## config.mk

```make
export PLATFORM = sky130hd
export DESIGN_NAME = hsp_top
export DESIGN_NICKNAME = d
export VERILOG_FILES = /design/src/hsp_pkg.sv /design/src/hsp_top.sv
export SDC_FILE = /design/constraint.sdc
export NUM_CORES = 2
export LEC_CHECK = 0
export ABC_AREA = 0
export BUFFER_PORTS_ARGS = -buffer_cell sky130_fd_sc_hd__buf_2
export CORE_MARGIN = 1.5
export CORE_UTILIZATION = 25
export DETAILED_ROUTE_END_ITERATION = 6
export HOLD_SLACK_MARGIN = 0.03
export PLACE_DENSITY = 0.46
export RECOVER_POWER = 50
export REMOVE_ABC_BUFFERS = 1
export SYNTH_ARGS = -nofsm -noshare
export SYNTH_HDL_FRONTEND = slang
export SYNTH_SLANG_ARGS = --single-unit
```

## constraint.sdc

```tcl
create_clock -name clk -period 6.1 [get_ports clk]
set_clock_uncertainty 0.15 [all_clocks]
set_input_delay 1.22 -clock clk [delete_from_list [all_inputs] [get_ports clk]]
set_output_delay 1.22 -clock clk [all_outputs]
set_load 0.05 [all_outputs]
```

## src/hsp_pkg.sv

```systemverilog
// Purpose: Shared types and constants of the host serial port
// Assumes: 100 MHz clk, AXI4-Lite with byte addresses
// Notes: All register words are 32 bits, reserved bits read zero
`default_nettype none
package hsp_pkg;
  // ==========================================
  // Register offsets
  localparam logic [7:0] OFF_CTRL = 8'h00;
  localparam logic [7:0] OFF_RATE = 8'h04;
  localparam logic [7:0] OFF_TMR = 8'h08;
  localparam logic [7:0] OFF_STAT = 8'h0c;
  localparam logic [7:0] OFF_MAXPL = 8'h10;
  localparam logic [1:0] RESP_OK = 2'h0;
  localparam logic [1:0] RESP_ERR = 2'h2;
  // ==========================================
  // Buffers and thresholds
  localparam logic [6:0] BUF_DEPTH = 7'h40;
  localparam logic [6:0] CTS_STOP_FREE = 7'h11;
  localparam logic [6:0] CTS_GO_FREE = 7'h22;
  localparam logic [3:0] BITS_LAST = 4'h7;
  localparam logic [1:0] CC_COUNT = 2'h3;
  localparam logic [1:0] PAR_NONE = 2'h0;
  localparam logic [1:0] PAR_ODD = 2'h2;
  localparam logic [7:0] ST_OK = 8'h00;
  localparam logic [7:0] ST_FAIL = 8'h01;
  // ==========================================
  // Register layouts
  typedef struct packed {
    logic [24:0] rsvd;
    logic stop2;
    logic [1:0] parity_setting;
    logic cmdmode;
    logic framed;
    logic receive_throttle_enable;
    logic output_holdoff_enable;
  } hsp_ctrl_t;
  typedef struct packed {
    logic [7:0] rsvd;
    logic [7:0] command_entry_character;
    logic [7:0] guard_silence_interval;
    logic [7:0] packetize_silence_timeout;
  } hsp_tmr_t;
  typedef struct packed {
    hsp_ctrl_t ctrl;
    logic [31:0] rate;
    hsp_tmr_t tmr;
    logic [31:0] maxpl;
  } hsp_cfg_t;
  localparam logic [31:0] RST_CTRL = 32'h0000_0000;
  localparam logic [31:0] RST_RATE = 32'h0000_0364;
  localparam logic [31:0] RST_TMR = 32'h002b_1e1e;
  localparam logic [31:0] RST_MAXPL = 32'h0000_0030;
  // ==========================================
  // Carriers
  typedef struct packed {
    logic awvalid;
    logic [7:0] awaddr;
    logic wvalid;
    logic [31:0] wdata;
    logic [3:0] wstrb;
    logic bready;
    logic arvalid;
    logic [7:0] araddr;
    logic rready;
  } hsp_axi_req_t;
  typedef struct packed {
    logic awready;
    logic wready;
    logic bvalid;
    logic [1:0] bresp;
    logic arready;
    logic rvalid;
    logic [31:0] rdata;
    logic [1:0] rresp;
  } hsp_axi_rsp_t;
  typedef struct packed {
    logic start;
    logic [6:0] len;
    logic [7:0] src;
    logic valid;
    logic [7:0] data;
  } hsp_prx_t;
  typedef struct packed {
    logic valid;
    logic [7:0] data;
    logic last;
  } hsp_ptx_t;
  typedef enum logic [4:0] {
    S_IDLE = 5'b00001,
    S_START = 5'b00010,
    S_DATA = 5'b00100,
    S_PAR = 5'b01000,
    S_STOP = 5'b10000
  } hsp_ser_t;
endpackage
`default_nettype wire

```

## src/hsp_top.sv

```systemverilog
// Purpose: Host serial port with buffers, flow control, packetizing
// Assumes: rxd and rts_n synchronous to clk
// Notes: Register bus, serial pins and radio side share one state struct
// Functional notes
// Host idles its data line high
// Start low, eight data LSB first, stop high
// Rate, parity, stop bits set separately
// Every received character stored in receive buffer
// Defer draining while radio keeps receiving
// Radio packet not fitting dropped whole
// Throttle when 17 bytes free remain
// Release throttle at 34 bytes free
// Host stops sending while throttled
// No new output while host holds off
// At most five characters after hold-off
// Host keeps hold-off short
// Separate enables for both handshake directions
// Transparent: queue serial, output radio payloads
// Packetize after silence; zero means immediately
// Command sequence flushes earlier characters first
// Packetize at full radio payload
// Framed mode carries everything in frames; host data to the radio stays unframed
// Framed: deliver data, responses and events
// Framed: report status per transmit
// Framed: received data carries source address
// No forwarding while in command mode
// Centre sampling, bad stop discards character
`default_nettype none
module hsp_top (
  // Clock and reset
  input wire logic clk,
  input wire logic srst,
  // Register bus
  input wire hsp_pkg::hsp_axi_req_t axi_req,
  output var hsp_pkg::hsp_axi_rsp_t axi_rsp,
  // Host serial pins
  input wire logic rxd,
  input wire logic rts_n,
  output var logic txd,
  output var logic cts_n,
  // Radio packet engine
  input wire logic radio_rx_busy,
  output var hsp_pkg::hsp_ptx_t ptx,
  input wire logic ptx_ready,
  input wire hsp_pkg::hsp_prx_t prx,
  input wire logic tx_status_valid,
  input wire logic tx_status_ok,
  input wire logic event_valid,
  input wire logic [7:0] event_code
);
  import hsp_pkg::*;

  typedef struct packed {
    hsp_cfg_t cfg;
    hsp_axi_rsp_t rsp;
    logic aw_full;
    logic [7:0] awa;
    logic w_full;
    logic [31:0] wd;
    logic [3:0] ws;
    hsp_ser_t rs;
    logic [15:0] rcnt;
    logic [3:0] rbit;
    logic [7:0] rsh;
    logic rpar;
    logic perr;
    logic [7:0] ferr;
    logic [63:0][7:0] rmem;
    logic [5:0] rwp;
    logic [5:0] rrp;
    logic [6:0] rnum;
    logic cts_n;
    logic [15:0] bdiv;
    logic [7:0] sil;
    logic [1:0] ccnt;
    logic [1:0] rep;
    logic [7:0] hold;
    logic hold_v;
    logic fpend;
    logic [6:0] burst;
    hsp_ptx_t ptx;
    logic [63:0][7:0] tmem;
    logic [5:0] twp;
    logic [5:0] trp;
    logic [6:0] tnum;
    logic [6:0] rem;
    logic drop;
    logic st_pend;
    logic [7:0] st_byte;
    logic ev_pend;
    logic [7:0] ev_byte;
    hsp_ser_t ts;
    logic [15:0] tcnt;
    logic [3:0] tbit;
    logic [7:0] tsh;
    logic tpar;
    logic txd;
  } hsp_st_t;

  hsp_st_t s_reg;
  hsp_st_t s_next;
  logic ch_ev;
  logic push_v;
  logic [7:0] push_d;
  logic push_ok;
  logic pop;
  logic tpush;
  logic [7:0] tpush_d;
  logic tpop;
  logic [31:0] rd;
  logic rd_ok;
  logic [6:0] rfree;
  logic [6:0] tfree;
  logic [15:0] rate;
  logic [6:0] maxpl;
  logic [31:0] wm;

  // Byte-lane merge for register writes
  function automatic logic [31:0] hsp_merge(input logic [31:0] old, input logic [31:0] nw,
                                           input logic [3:0] strb);
    logic [31:0] r;
    r = old;
    for (int i = 0; i < 4; i++) begin
      if (strb[i]) begin
        r[i*8 +: 8] = nw[i*8 +: 8];
      end
    end
    return r;
  endfunction

  // ==========================================
  // Next-state logic
  always_comb begin
    s_next = s_reg;
    ch_ev = 1'b0;
    push_v = 1'b0;
    push_d = s_reg.rsh;
    pop = 1'b0;
    tpush = 1'b0;
    tpush_d = prx.data;
    tpop = 1'b0;
    rd = 32'h0;
    rd_ok = 1'b1;
    wm = 32'h0;
    rate = s_reg.cfg.rate[15:0];
    maxpl = s_reg.cfg.maxpl[6:0];
    rfree = BUF_DEPTH - s_reg.rnum;
    tfree = BUF_DEPTH - s_reg.tnum;
    // Register read decode
    if (s_reg.rsp.arready && axi_req.arvalid) begin
      if (axi_req.araddr == OFF_CTRL) begin
        rd = s_reg.cfg.ctrl;
      end else if (axi_req.araddr == OFF_RATE) begin
        rd = s_reg.cfg.rate;
      end else if (axi_req.araddr == OFF_TMR) begin
        rd = s_reg.cfg.tmr;
      end else if (axi_req.araddr == OFF_STAT) begin
        rd = {s_reg.ferr, 7'h0, s_reg.cts_n, 1'b0, s_reg.tnum, 1'b0, s_reg.rnum};
      end else if (axi_req.araddr == OFF_MAXPL) begin
        rd = s_reg.cfg.maxpl;
      end else begin
        rd_ok = 1'b0;
      end
      s_next.rsp.rvalid = 1'b1;
      s_next.rsp.rdata = rd;
      s_next.rsp.rresp = rd_ok ? RESP_OK : RESP_ERR;
    end else if (s_reg.rsp.rvalid && axi_req.rready) begin
      s_next.rsp.rvalid = 1'b0;
    end
    s_next.rsp.arready = !s_next.rsp.rvalid;
    // Write channel capture, either order
    if (axi_req.awvalid && s_reg.rsp.awready) begin
      s_next.aw_full = 1'b1;
      s_next.awa = axi_req.awaddr;
    end
    if (axi_req.wvalid && s_reg.rsp.wready) begin
      s_next.w_full = 1'b1;
      s_next.wd = axi_req.wdata;
      s_next.ws = axi_req.wstrb;
    end
    if (s_reg.rsp.bvalid && axi_req.bready) begin
      s_next.rsp.bvalid = 1'b0;
    end
    // Register write, response after both halves
    if (s_reg.aw_full && s_reg.w_full && !s_reg.rsp.bvalid) begin
      s_next.aw_full = 1'b0;
      s_next.w_full = 1'b0;
      s_next.rsp.bvalid = 1'b1;
      s_next.rsp.bresp = RESP_OK;
      if (s_reg.awa == OFF_CTRL) begin
        s_next.cfg.ctrl = hsp_merge(s_reg.cfg.ctrl, s_reg.wd, s_reg.ws);
        s_next.cfg.ctrl.rsvd = '0;
      end else if (s_reg.awa == OFF_RATE) begin
        wm = hsp_merge(s_reg.cfg.rate, s_reg.wd, s_reg.ws);
        s_next.cfg.rate[15:0] = wm[15:0];
      end else if (s_reg.awa == OFF_TMR) begin
        s_next.cfg.tmr = hsp_merge(s_reg.cfg.tmr, s_reg.wd, s_reg.ws);
        s_next.cfg.tmr.rsvd = '0;
      end else if (s_reg.awa == OFF_MAXPL) begin
        wm = hsp_merge(s_reg.cfg.maxpl, s_reg.wd, s_reg.ws);
        s_next.cfg.maxpl[6:0] = wm[6:0];
      end else if (s_reg.awa != OFF_STAT) begin
        s_next.rsp.bresp = RESP_ERR;
      end
    end

    // Serial receiver, centre sampled
    if (s_reg.rcnt != 16'h0) begin
      s_next.rcnt = s_reg.rcnt - 16'h1;
    end
    case (s_reg.rs)
      S_IDLE: begin
        if (!rxd) begin
          s_next.rs = S_START;
          s_next.rcnt = rate >> 1;
        end
      end
      S_START: begin
        if (s_reg.rcnt == 16'h0) begin
          s_next.rs = rxd ? S_IDLE : S_DATA;
          s_next.rcnt = rate - 16'h1;
          s_next.rbit = 4'h0;
          s_next.rpar = 1'b0;
          s_next.perr = 1'b0;
        end
      end
      S_DATA: begin
        if (s_reg.rcnt == 16'h0) begin
          s_next.rsh = {rxd, s_reg.rsh[7:1]};
          s_next.rpar = s_reg.rpar ^ rxd;
          s_next.rbit = s_reg.rbit + 4'h1;
          s_next.rcnt = rate - 16'h1;
          if (s_reg.rbit == BITS_LAST) begin
            s_next.rs = (s_reg.cfg.ctrl.parity_setting != PAR_NONE) ? S_PAR : S_STOP;
          end
        end
      end
      S_PAR: begin
        if (s_reg.rcnt == 16'h0) begin
          s_next.perr = (s_reg.rpar ^ rxd) != (s_reg.cfg.ctrl.parity_setting == PAR_ODD);
          s_next.rcnt = rate - 16'h1;
          s_next.rs = S_STOP;
        end
      end
      S_STOP: begin
        if (s_reg.rcnt == 16'h0) begin
          s_next.rs = S_IDLE;
          if (rxd && !s_reg.perr) begin
            ch_ev = 1'b1;
          end else if (s_reg.ferr != 8'hff) begin
            s_next.ferr = s_reg.ferr + 8'h1;
          end
        end
      end
      default: s_next.rs = S_IDLE;
    endcase

    // Silence timer in bit periods
    if (s_reg.bdiv == 16'h0) begin
      s_next.bdiv = rate - 16'h1;
      if (s_reg.sil != 8'hff) begin
        s_next.sil = s_reg.sil + 8'h1;
      end
    end else begin
      s_next.bdiv = s_reg.bdiv - 16'h1;
    end
    // Command sequence watch and receive queueing
    if (ch_ev) begin
      s_next.sil = 8'h0;
      if (s_reg.cfg.ctrl.cmdmode) begin
        push_v = 1'b0;
      end else if (s_reg.rsh == s_reg.cfg.tmr.command_entry_character &&
                   ((s_reg.ccnt == 2'h0 &&
                     s_reg.sil >= s_reg.cfg.tmr.guard_silence_interval) ||
                    (s_reg.ccnt != 2'h0 && s_reg.ccnt != CC_COUNT))) begin
        s_next.ccnt = s_reg.ccnt + 2'h1;
      end else if (s_reg.ccnt != 2'h0) begin
        s_next.rep = s_reg.ccnt;
        s_next.hold = s_reg.rsh;
        s_next.hold_v = 1'b1;
        s_next.ccnt = 2'h0;
      end else begin
        push_v = 1'b1;
      end
    end else if (s_reg.rep != 2'h0) begin
      push_v = 1'b1;
      push_d = s_reg.cfg.tmr.command_entry_character;
      s_next.rep = s_reg.rep - 2'h1;
    end else if (s_reg.hold_v) begin
      push_v = 1'b1;
      push_d = s_reg.hold;
      s_next.hold_v = 1'b0;
    end else if (s_reg.ccnt == CC_COUNT &&
                 s_reg.sil >= s_reg.cfg.tmr.guard_silence_interval) begin
      s_next.ccnt = 2'h0;
      s_next.fpend = 1'b1;
    end
    push_ok = push_v && s_reg.rnum != BUF_DEPTH;

    // Packetizer trigger
    if (s_reg.fpend && s_reg.rnum == 7'h0 && s_reg.burst == 7'h0) begin
      s_next.fpend = 1'b0;
      s_next.cfg.ctrl.cmdmode = 1'b1;
    end
    if (s_reg.burst == 7'h0 && s_reg.rnum != 7'h0 && !radio_rx_busy &&
        (s_reg.cfg.tmr.packetize_silence_timeout == 8'h0 ||
         s_reg.sil >= s_reg.cfg.tmr.packetize_silence_timeout ||
         s_reg.rnum >= maxpl || s_reg.fpend)) begin
      s_next.burst = (s_reg.rnum >= maxpl) ? maxpl : s_reg.rnum;
    end
    // Packet output to the radio engine
    if (!s_reg.ptx.valid || ptx_ready) begin
      s_next.ptx.valid = 1'b0;
      if (s_reg.burst != 7'h0) begin
        pop = 1'b1;
        s_next.ptx.valid = 1'b1;
        s_next.ptx.data = s_reg.rmem[s_reg.rrp];
        s_next.ptx.last = s_reg.burst == 7'h1;
        s_next.burst = s_reg.burst - 7'h1;
      end
    end
    // Receive buffer bookkeeping
    if (push_ok) begin
      s_next.rmem[s_reg.rwp] = push_d;
      s_next.rwp = s_reg.rwp + 6'h1;
    end
    if (pop) begin
      s_next.rrp = s_reg.rrp + 6'h1;
    end
    s_next.rnum = s_reg.rnum + {6'h0, push_ok} - {6'h0, pop};
    // Throttle with hysteresis
    if (!s_reg.cfg.ctrl.receive_throttle_enable) begin
      s_next.cts_n = 1'b0;
    end else if (rfree <= CTS_STOP_FREE) begin
      s_next.cts_n = 1'b1;
    end else if (rfree >= CTS_GO_FREE) begin
      s_next.cts_n = 1'b0;
    end

    // Transmit buffer filling
    if (prx.start) begin
      s_next.rem = prx.len;
      s_next.drop = {1'b0, tfree} < ({1'b0, prx.len} + {7'h0, s_reg.cfg.ctrl.framed});
      if (!s_next.drop && s_reg.cfg.ctrl.framed) begin
        tpush = 1'b1;
        tpush_d = prx.src;
      end
    end else if (prx.valid && s_reg.rem != 7'h0) begin
      s_next.rem = s_reg.rem - 7'h1;
      tpush = !s_reg.drop;
    end else if (s_reg.rem == 7'h0 && s_reg.st_pend) begin
      tpush = 1'b1;
      tpush_d = s_reg.st_byte;
      s_next.st_pend = 1'b0;
    end else if (s_reg.rem == 7'h0 && s_reg.ev_pend) begin
      tpush = 1'b1;
      tpush_d = s_reg.ev_byte;
      s_next.ev_pend = 1'b0;
    end
    // New status and events win over their clear
    if (tx_status_valid && s_reg.cfg.ctrl.framed) begin
      s_next.st_pend = 1'b1;
      s_next.st_byte = tx_status_ok ? ST_OK : ST_FAIL;
    end
    if (event_valid && s_reg.cfg.ctrl.framed) begin
      s_next.ev_pend = 1'b1;
      s_next.ev_byte = event_code;
    end
    tpush = tpush && s_reg.tnum != BUF_DEPTH;

    // Serial transmitter
    if (s_reg.tcnt != 16'h0) begin
      s_next.tcnt = s_reg.tcnt - 16'h1;
    end
    case (s_reg.ts)
      S_IDLE: begin
        s_next.txd = 1'b1;
        if (s_reg.tnum != 7'h0 &&
            !(s_reg.cfg.ctrl.output_holdoff_enable && rts_n)) begin
          tpop = 1'b1;
          s_next.tsh = s_reg.tmem[s_reg.trp];
          s_next.ts = S_START;
          s_next.txd = 1'b0;
          s_next.tcnt = rate - 16'h1;
          s_next.tbit = 4'h0;
        end
      end
      S_START: begin
        if (s_reg.tcnt == 16'h0) begin
          s_next.ts = S_DATA;
          s_next.txd = s_reg.tsh[0];
          s_next.tpar = s_reg.tsh[0];
          s_next.tsh = s_reg.tsh >> 1;
          s_next.tcnt = rate - 16'h1;
        end
      end
      S_DATA: begin
        if (s_reg.tcnt == 16'h0) begin
          s_next.tcnt = rate - 16'h1;
          if (s_reg.tbit == BITS_LAST) begin
            s_next.tbit = 4'h0;
            if (s_reg.cfg.ctrl.parity_setting != PAR_NONE) begin
              s_next.ts = S_PAR;
              s_next.txd = s_reg.tpar ^ (s_reg.cfg.ctrl.parity_setting == PAR_ODD);
            end else begin
              s_next.ts = S_STOP;
              s_next.txd = 1'b1;
            end
          end else begin
            s_next.txd = s_reg.tsh[0];
            s_next.tpar = s_reg.tpar ^ s_reg.tsh[0];
            s_next.tsh = s_reg.tsh >> 1;
            s_next.tbit = s_reg.tbit + 4'h1;
          end
        end
      end
      S_PAR: begin
        if (s_reg.tcnt == 16'h0) begin
          s_next.ts = S_STOP;
          s_next.txd = 1'b1;
          s_next.tcnt = rate - 16'h1;
        end
      end
      S_STOP: begin
        if (s_reg.tcnt == 16'h0) begin
          if (s_reg.cfg.ctrl.stop2 && s_reg.tbit == 4'h0) begin
            s_next.tbit = 4'h1;
            s_next.tcnt = rate - 16'h1;
          end else begin
            s_next.ts = S_IDLE;
          end
        end
      end
      default: s_next.ts = S_IDLE;
    endcase
    // Transmit buffer bookkeeping
    if (tpush) begin
      s_next.tmem[s_reg.twp] = tpush_d;
      s_next.twp = s_reg.twp + 6'h1;
    end
    if (tpop) begin
      s_next.trp = s_reg.trp + 6'h1;
    end
    s_next.tnum = s_reg.tnum + {6'h0, tpush} - {6'h0, tpop};
    s_next.rsp.awready = !s_next.aw_full;
    s_next.rsp.wready = !s_next.w_full;
  end

  // ==========================================
  // State register
  always_ff @(posedge clk) begin
    if (srst) begin
      s_reg <= '0;
      s_reg.cfg.ctrl <= RST_CTRL;
      s_reg.cfg.rate <= RST_RATE;
      s_reg.cfg.tmr <= RST_TMR;
      s_reg.cfg.maxpl <= RST_MAXPL;
      s_reg.rs <= S_IDLE;
      s_reg.ts <= S_IDLE;
      s_reg.txd <= 1'b1;
    end else begin
      s_reg <= s_next;
    end
  end

  // Outputs straight from state
  assign axi_rsp = s_reg.rsp;
  assign txd = s_reg.txd;
  assign cts_n = s_reg.cts_n;
  assign ptx = s_reg.ptx;
endmodule
`default_nettype wire

```

==> flow_metrics.env <==
export IMPL_clkTransAtPathRegs_ps=60
export IMPL_end_kind="flop"
export IMPL_seqCellArea_um2=26900
export IMPL_peakVddDrop_v=0.000211
export IMPL_drv_cap=6
export IMPL_place_gp_congestion=0.817
export IMPL_htreeDepth=4
export IMPL_grt_usage_pct=15.9
export IMPL_finalSetupViolations=0
export IMPL_die_h_um=506
export IMPL_max_freq_mhz=192
export IMPL_hold_class="reg2reg"
export IMPL_cp_max_fo=32
export IMPL_grt_pass1_wl_um=319000
export IMPL_status="finished, violations left"
export IMPL_hold_depth=2
export IMPL_synth_area_per_cell_um2=9.33
export IMPL_cts_hold_buffers=0
export IMPL_die_x_um=506
export IMPL_cts_sinks=1345
export IMPL_area_growth_pct=13.7
export IMPL_synthArstFlopShare_pct=0
export IMPL_yosysWarnings=0
export IMPL_p_leak_nw=23.5
export IMPL_rsz0062_at_grt="false"
export IMPL_crit_required_ps=6670
export IMPL_max_slew_margin_rel_pct=-102
export IMPL_rows=184
export IMPL_drt_vias_per_instance=5.09
export IMPL_multi_input_area_um2=33300
export IMPL_die_area_um2=256000
export IMPL_finalHoldViolCount=0
export IMPL_mostFrequentLayoutCell="dfxtp_1"
export IMPL_hpwlAfterDp_um=133000
export IMPL_drt_wirelength_per_cell_um=20.8
export IMPL_yosysSeqAreaShare_pct=42.6
export IMPL_layout_nets=6750
export IMPL_grt_pass1_vias=49800
export IMPL_firstDrtPassIters=7
export IMPL_drtIter0Drc=4125
export IMPL_cts_tree="yes"
export IMPL_grt_max_degree=194
export IMPL_synth_cells=6772
export IMPL_pwr_density_cell_nw_per_um2=342
export IMPL_num_vias=51200
export IMPL_drt_total_wl_um=209000
export IMPL_period_share_pct=85.4
export IMPL_rr_worst_depth=10
export IMPL_cts_resized_gates=0
export IMPL_clockBufferDepth=3
export IMPL_cts_root_buf="clkbuf_16"
export IMPL_postCtsSetupBuffers=0
export IMPL_antenna_found_initial=8
export IMPL_gr_total_overflow=0
export IMPL_layout_drive_gt1_share_pct=12.4
export IMPL_fill_cells=26400
export IMPL_fin_crit_ps=5210
export IMPL_synthFlopType="dfxtp_1"
export IMPL_mappedNetlistArea_um2=63200
export IMPL_numCtsBuffers=160
export IMPL_design_core_area_um2=251000
export IMPL_portBuffers=140
export IMPL_worstSetupPathType="reg2reg"
export IMPL_worstMarginPinSlew_ps=3030
export IMPL_start_util_pct=25.1
export IMPL_cp_start_kind="flop"
export IMPL_finalSetupTns_ps=0
export IMPL_arrival_ps=5780
export IMPL_slew_violations=233
export IMPL_synth_edf_count=0
export IMPL_clk_latency_ps=840
export IMPL_ys_ff_latch=1345
export IMPL_ios=152
export IMPL_final_cell_mix="dfxtp_1 (1339), nand2_1 (880), mux2i_1 (552)"
export IMPL_violations="design-rule violations, max-capacitance violations, max-slew violations"
export IMPL_largest_register_ffs=1271
export IMPL_timing_hold_ws_ps=302
export IMPL_ant_nets=0
export IMPL_synth_cell_types=86
export IMPL_drc=28
-- worst paths after layout --
path | from | endpoint | slack [ps]
worst max register to register | s_reg[1201]$_SDFF_PP0_ | s_reg[778]$_SDFFE_PP0P_ | 890
worst max-delay path | s_reg[1201]$_SDFF_PP0_ | s_reg[778]$_SDFFE_PP0P_ | 890
worst min register to register | s_reg[1004]$_SDFFE_PP0P_ | s_reg[1004]$_SDFFE_PP0P_ | 300
worst min-delay path | s_reg[1004]$_SDFFE_PP0P_ | s_reg[1004]$_SDFFE_PP0P_ | 300
-- critical path, stage by stage (launching register included) --
cell and delay, ps:
dfxtp_1 350, inv_1 70, ha_1 190, or3b_2 490, or3_1 500, o31ai_1 880, nor3_1 180, a31oi_1 900
clkbuf_2 950, nor3_1 160, a31o_2 260
-- per-layer routing --
metal	GRT usage, %	up-vias	wire [um]
met2	25.7	1344	98200
met4	4.52	4	4880
met5	0	-	27
met3	2.40	288	10800
li1	-	24100	-
met1	21.9	25500	95500
-- area by class of cell --
cell class	instances	share of cell area [%]
antenna	4	0.0139
clock buffer	250	6.64
clock inverter	35	0.724
inverter	87	0.475
multi-input combinational	4729	46.4
sequential	1345	37.5
tap	3348	5.83
timing repair buffer	249	2.39
-- where the power goes --
part	switching, W	total [W]	internal, W
combinational	0.00352	0.00541	0.00189
clock	0.00407	0.00958	0.00550
sequential	0.000541	0.00961	0.00907
total	0.00813	0.0246	0.0165
-- synth_stat cells, types with 53 or more instances --
cell / number / share of area, %
dfxtp_1: 1345 / 43
nand2_1: 880 / 5.2
mux2i_1: 552 / 8.7
a21oi_1: 543 / 4.3
o21ai_0: 484 / 3.8
clkbuf_1: 423 / 2.5
nand3_1: 411 / 3.3
nor2_1: 309 / 1.8
mux4_2: 288 / 10
nor3_1: 142 / 1.1
nor2b_1: 95 / 0.94
inv_1: 84 / 0.50
ha_1: 77 / 1.5
xnor2_1: 74 / 1.0
o211ai_1: 73 / 0.87
a31o_2: 64 / 0.89
a22o_1: 63 / 0.87
nand4_1: 61 / 0.60
buf_1: 58 / 0.34
buf_2: 57 / 0.45
buf_4: 55 / 0.65
a211oi_1: 53 / 0.63
a22oi_1: 53 / 0.63
-- cells by family (layout without fill, tap and decap cells) --
logic type / count (synthesis) / after routing / synth area share [%]
muxes: 851 / 851 / 19.2
other: 1 / 6 / 0.00594
buffers and inverters: 699 / 621 / 4.63
xor gates and xnor gates: 115 / 115 / 1.59
adders and majority gates: 79 / 79 / 1.59
and+or+nand+nor: 2142 / 2142 / 15.6
AOI/OAI and AO/OA: 1540 / 1540 / 14.7
DFF: 1345 / 1345 / 42.6
-- per-stage QoR --
step / total power (W) / setup slack, ps / instance area, um2 / std cells / util, %
CTS: 0.0249 / 1320 / 72200 / 10000 / 28.7
finish: 0.0246 / 888 / 71800 / 10000 / 28.6
floorplan: 0.0133 / -8110 / 60600 / 6161 / -
global route: 0.0258 / 619 / 71800 / 10000 / 28.6
detailed placement: 0.0153 / 630 / 66900 / 9758 / 26.6
global placement: 0.0153 / 435 / 66900 / 9758 / 26.6
No activity file was read; power rests on OpenSTA's default activity.
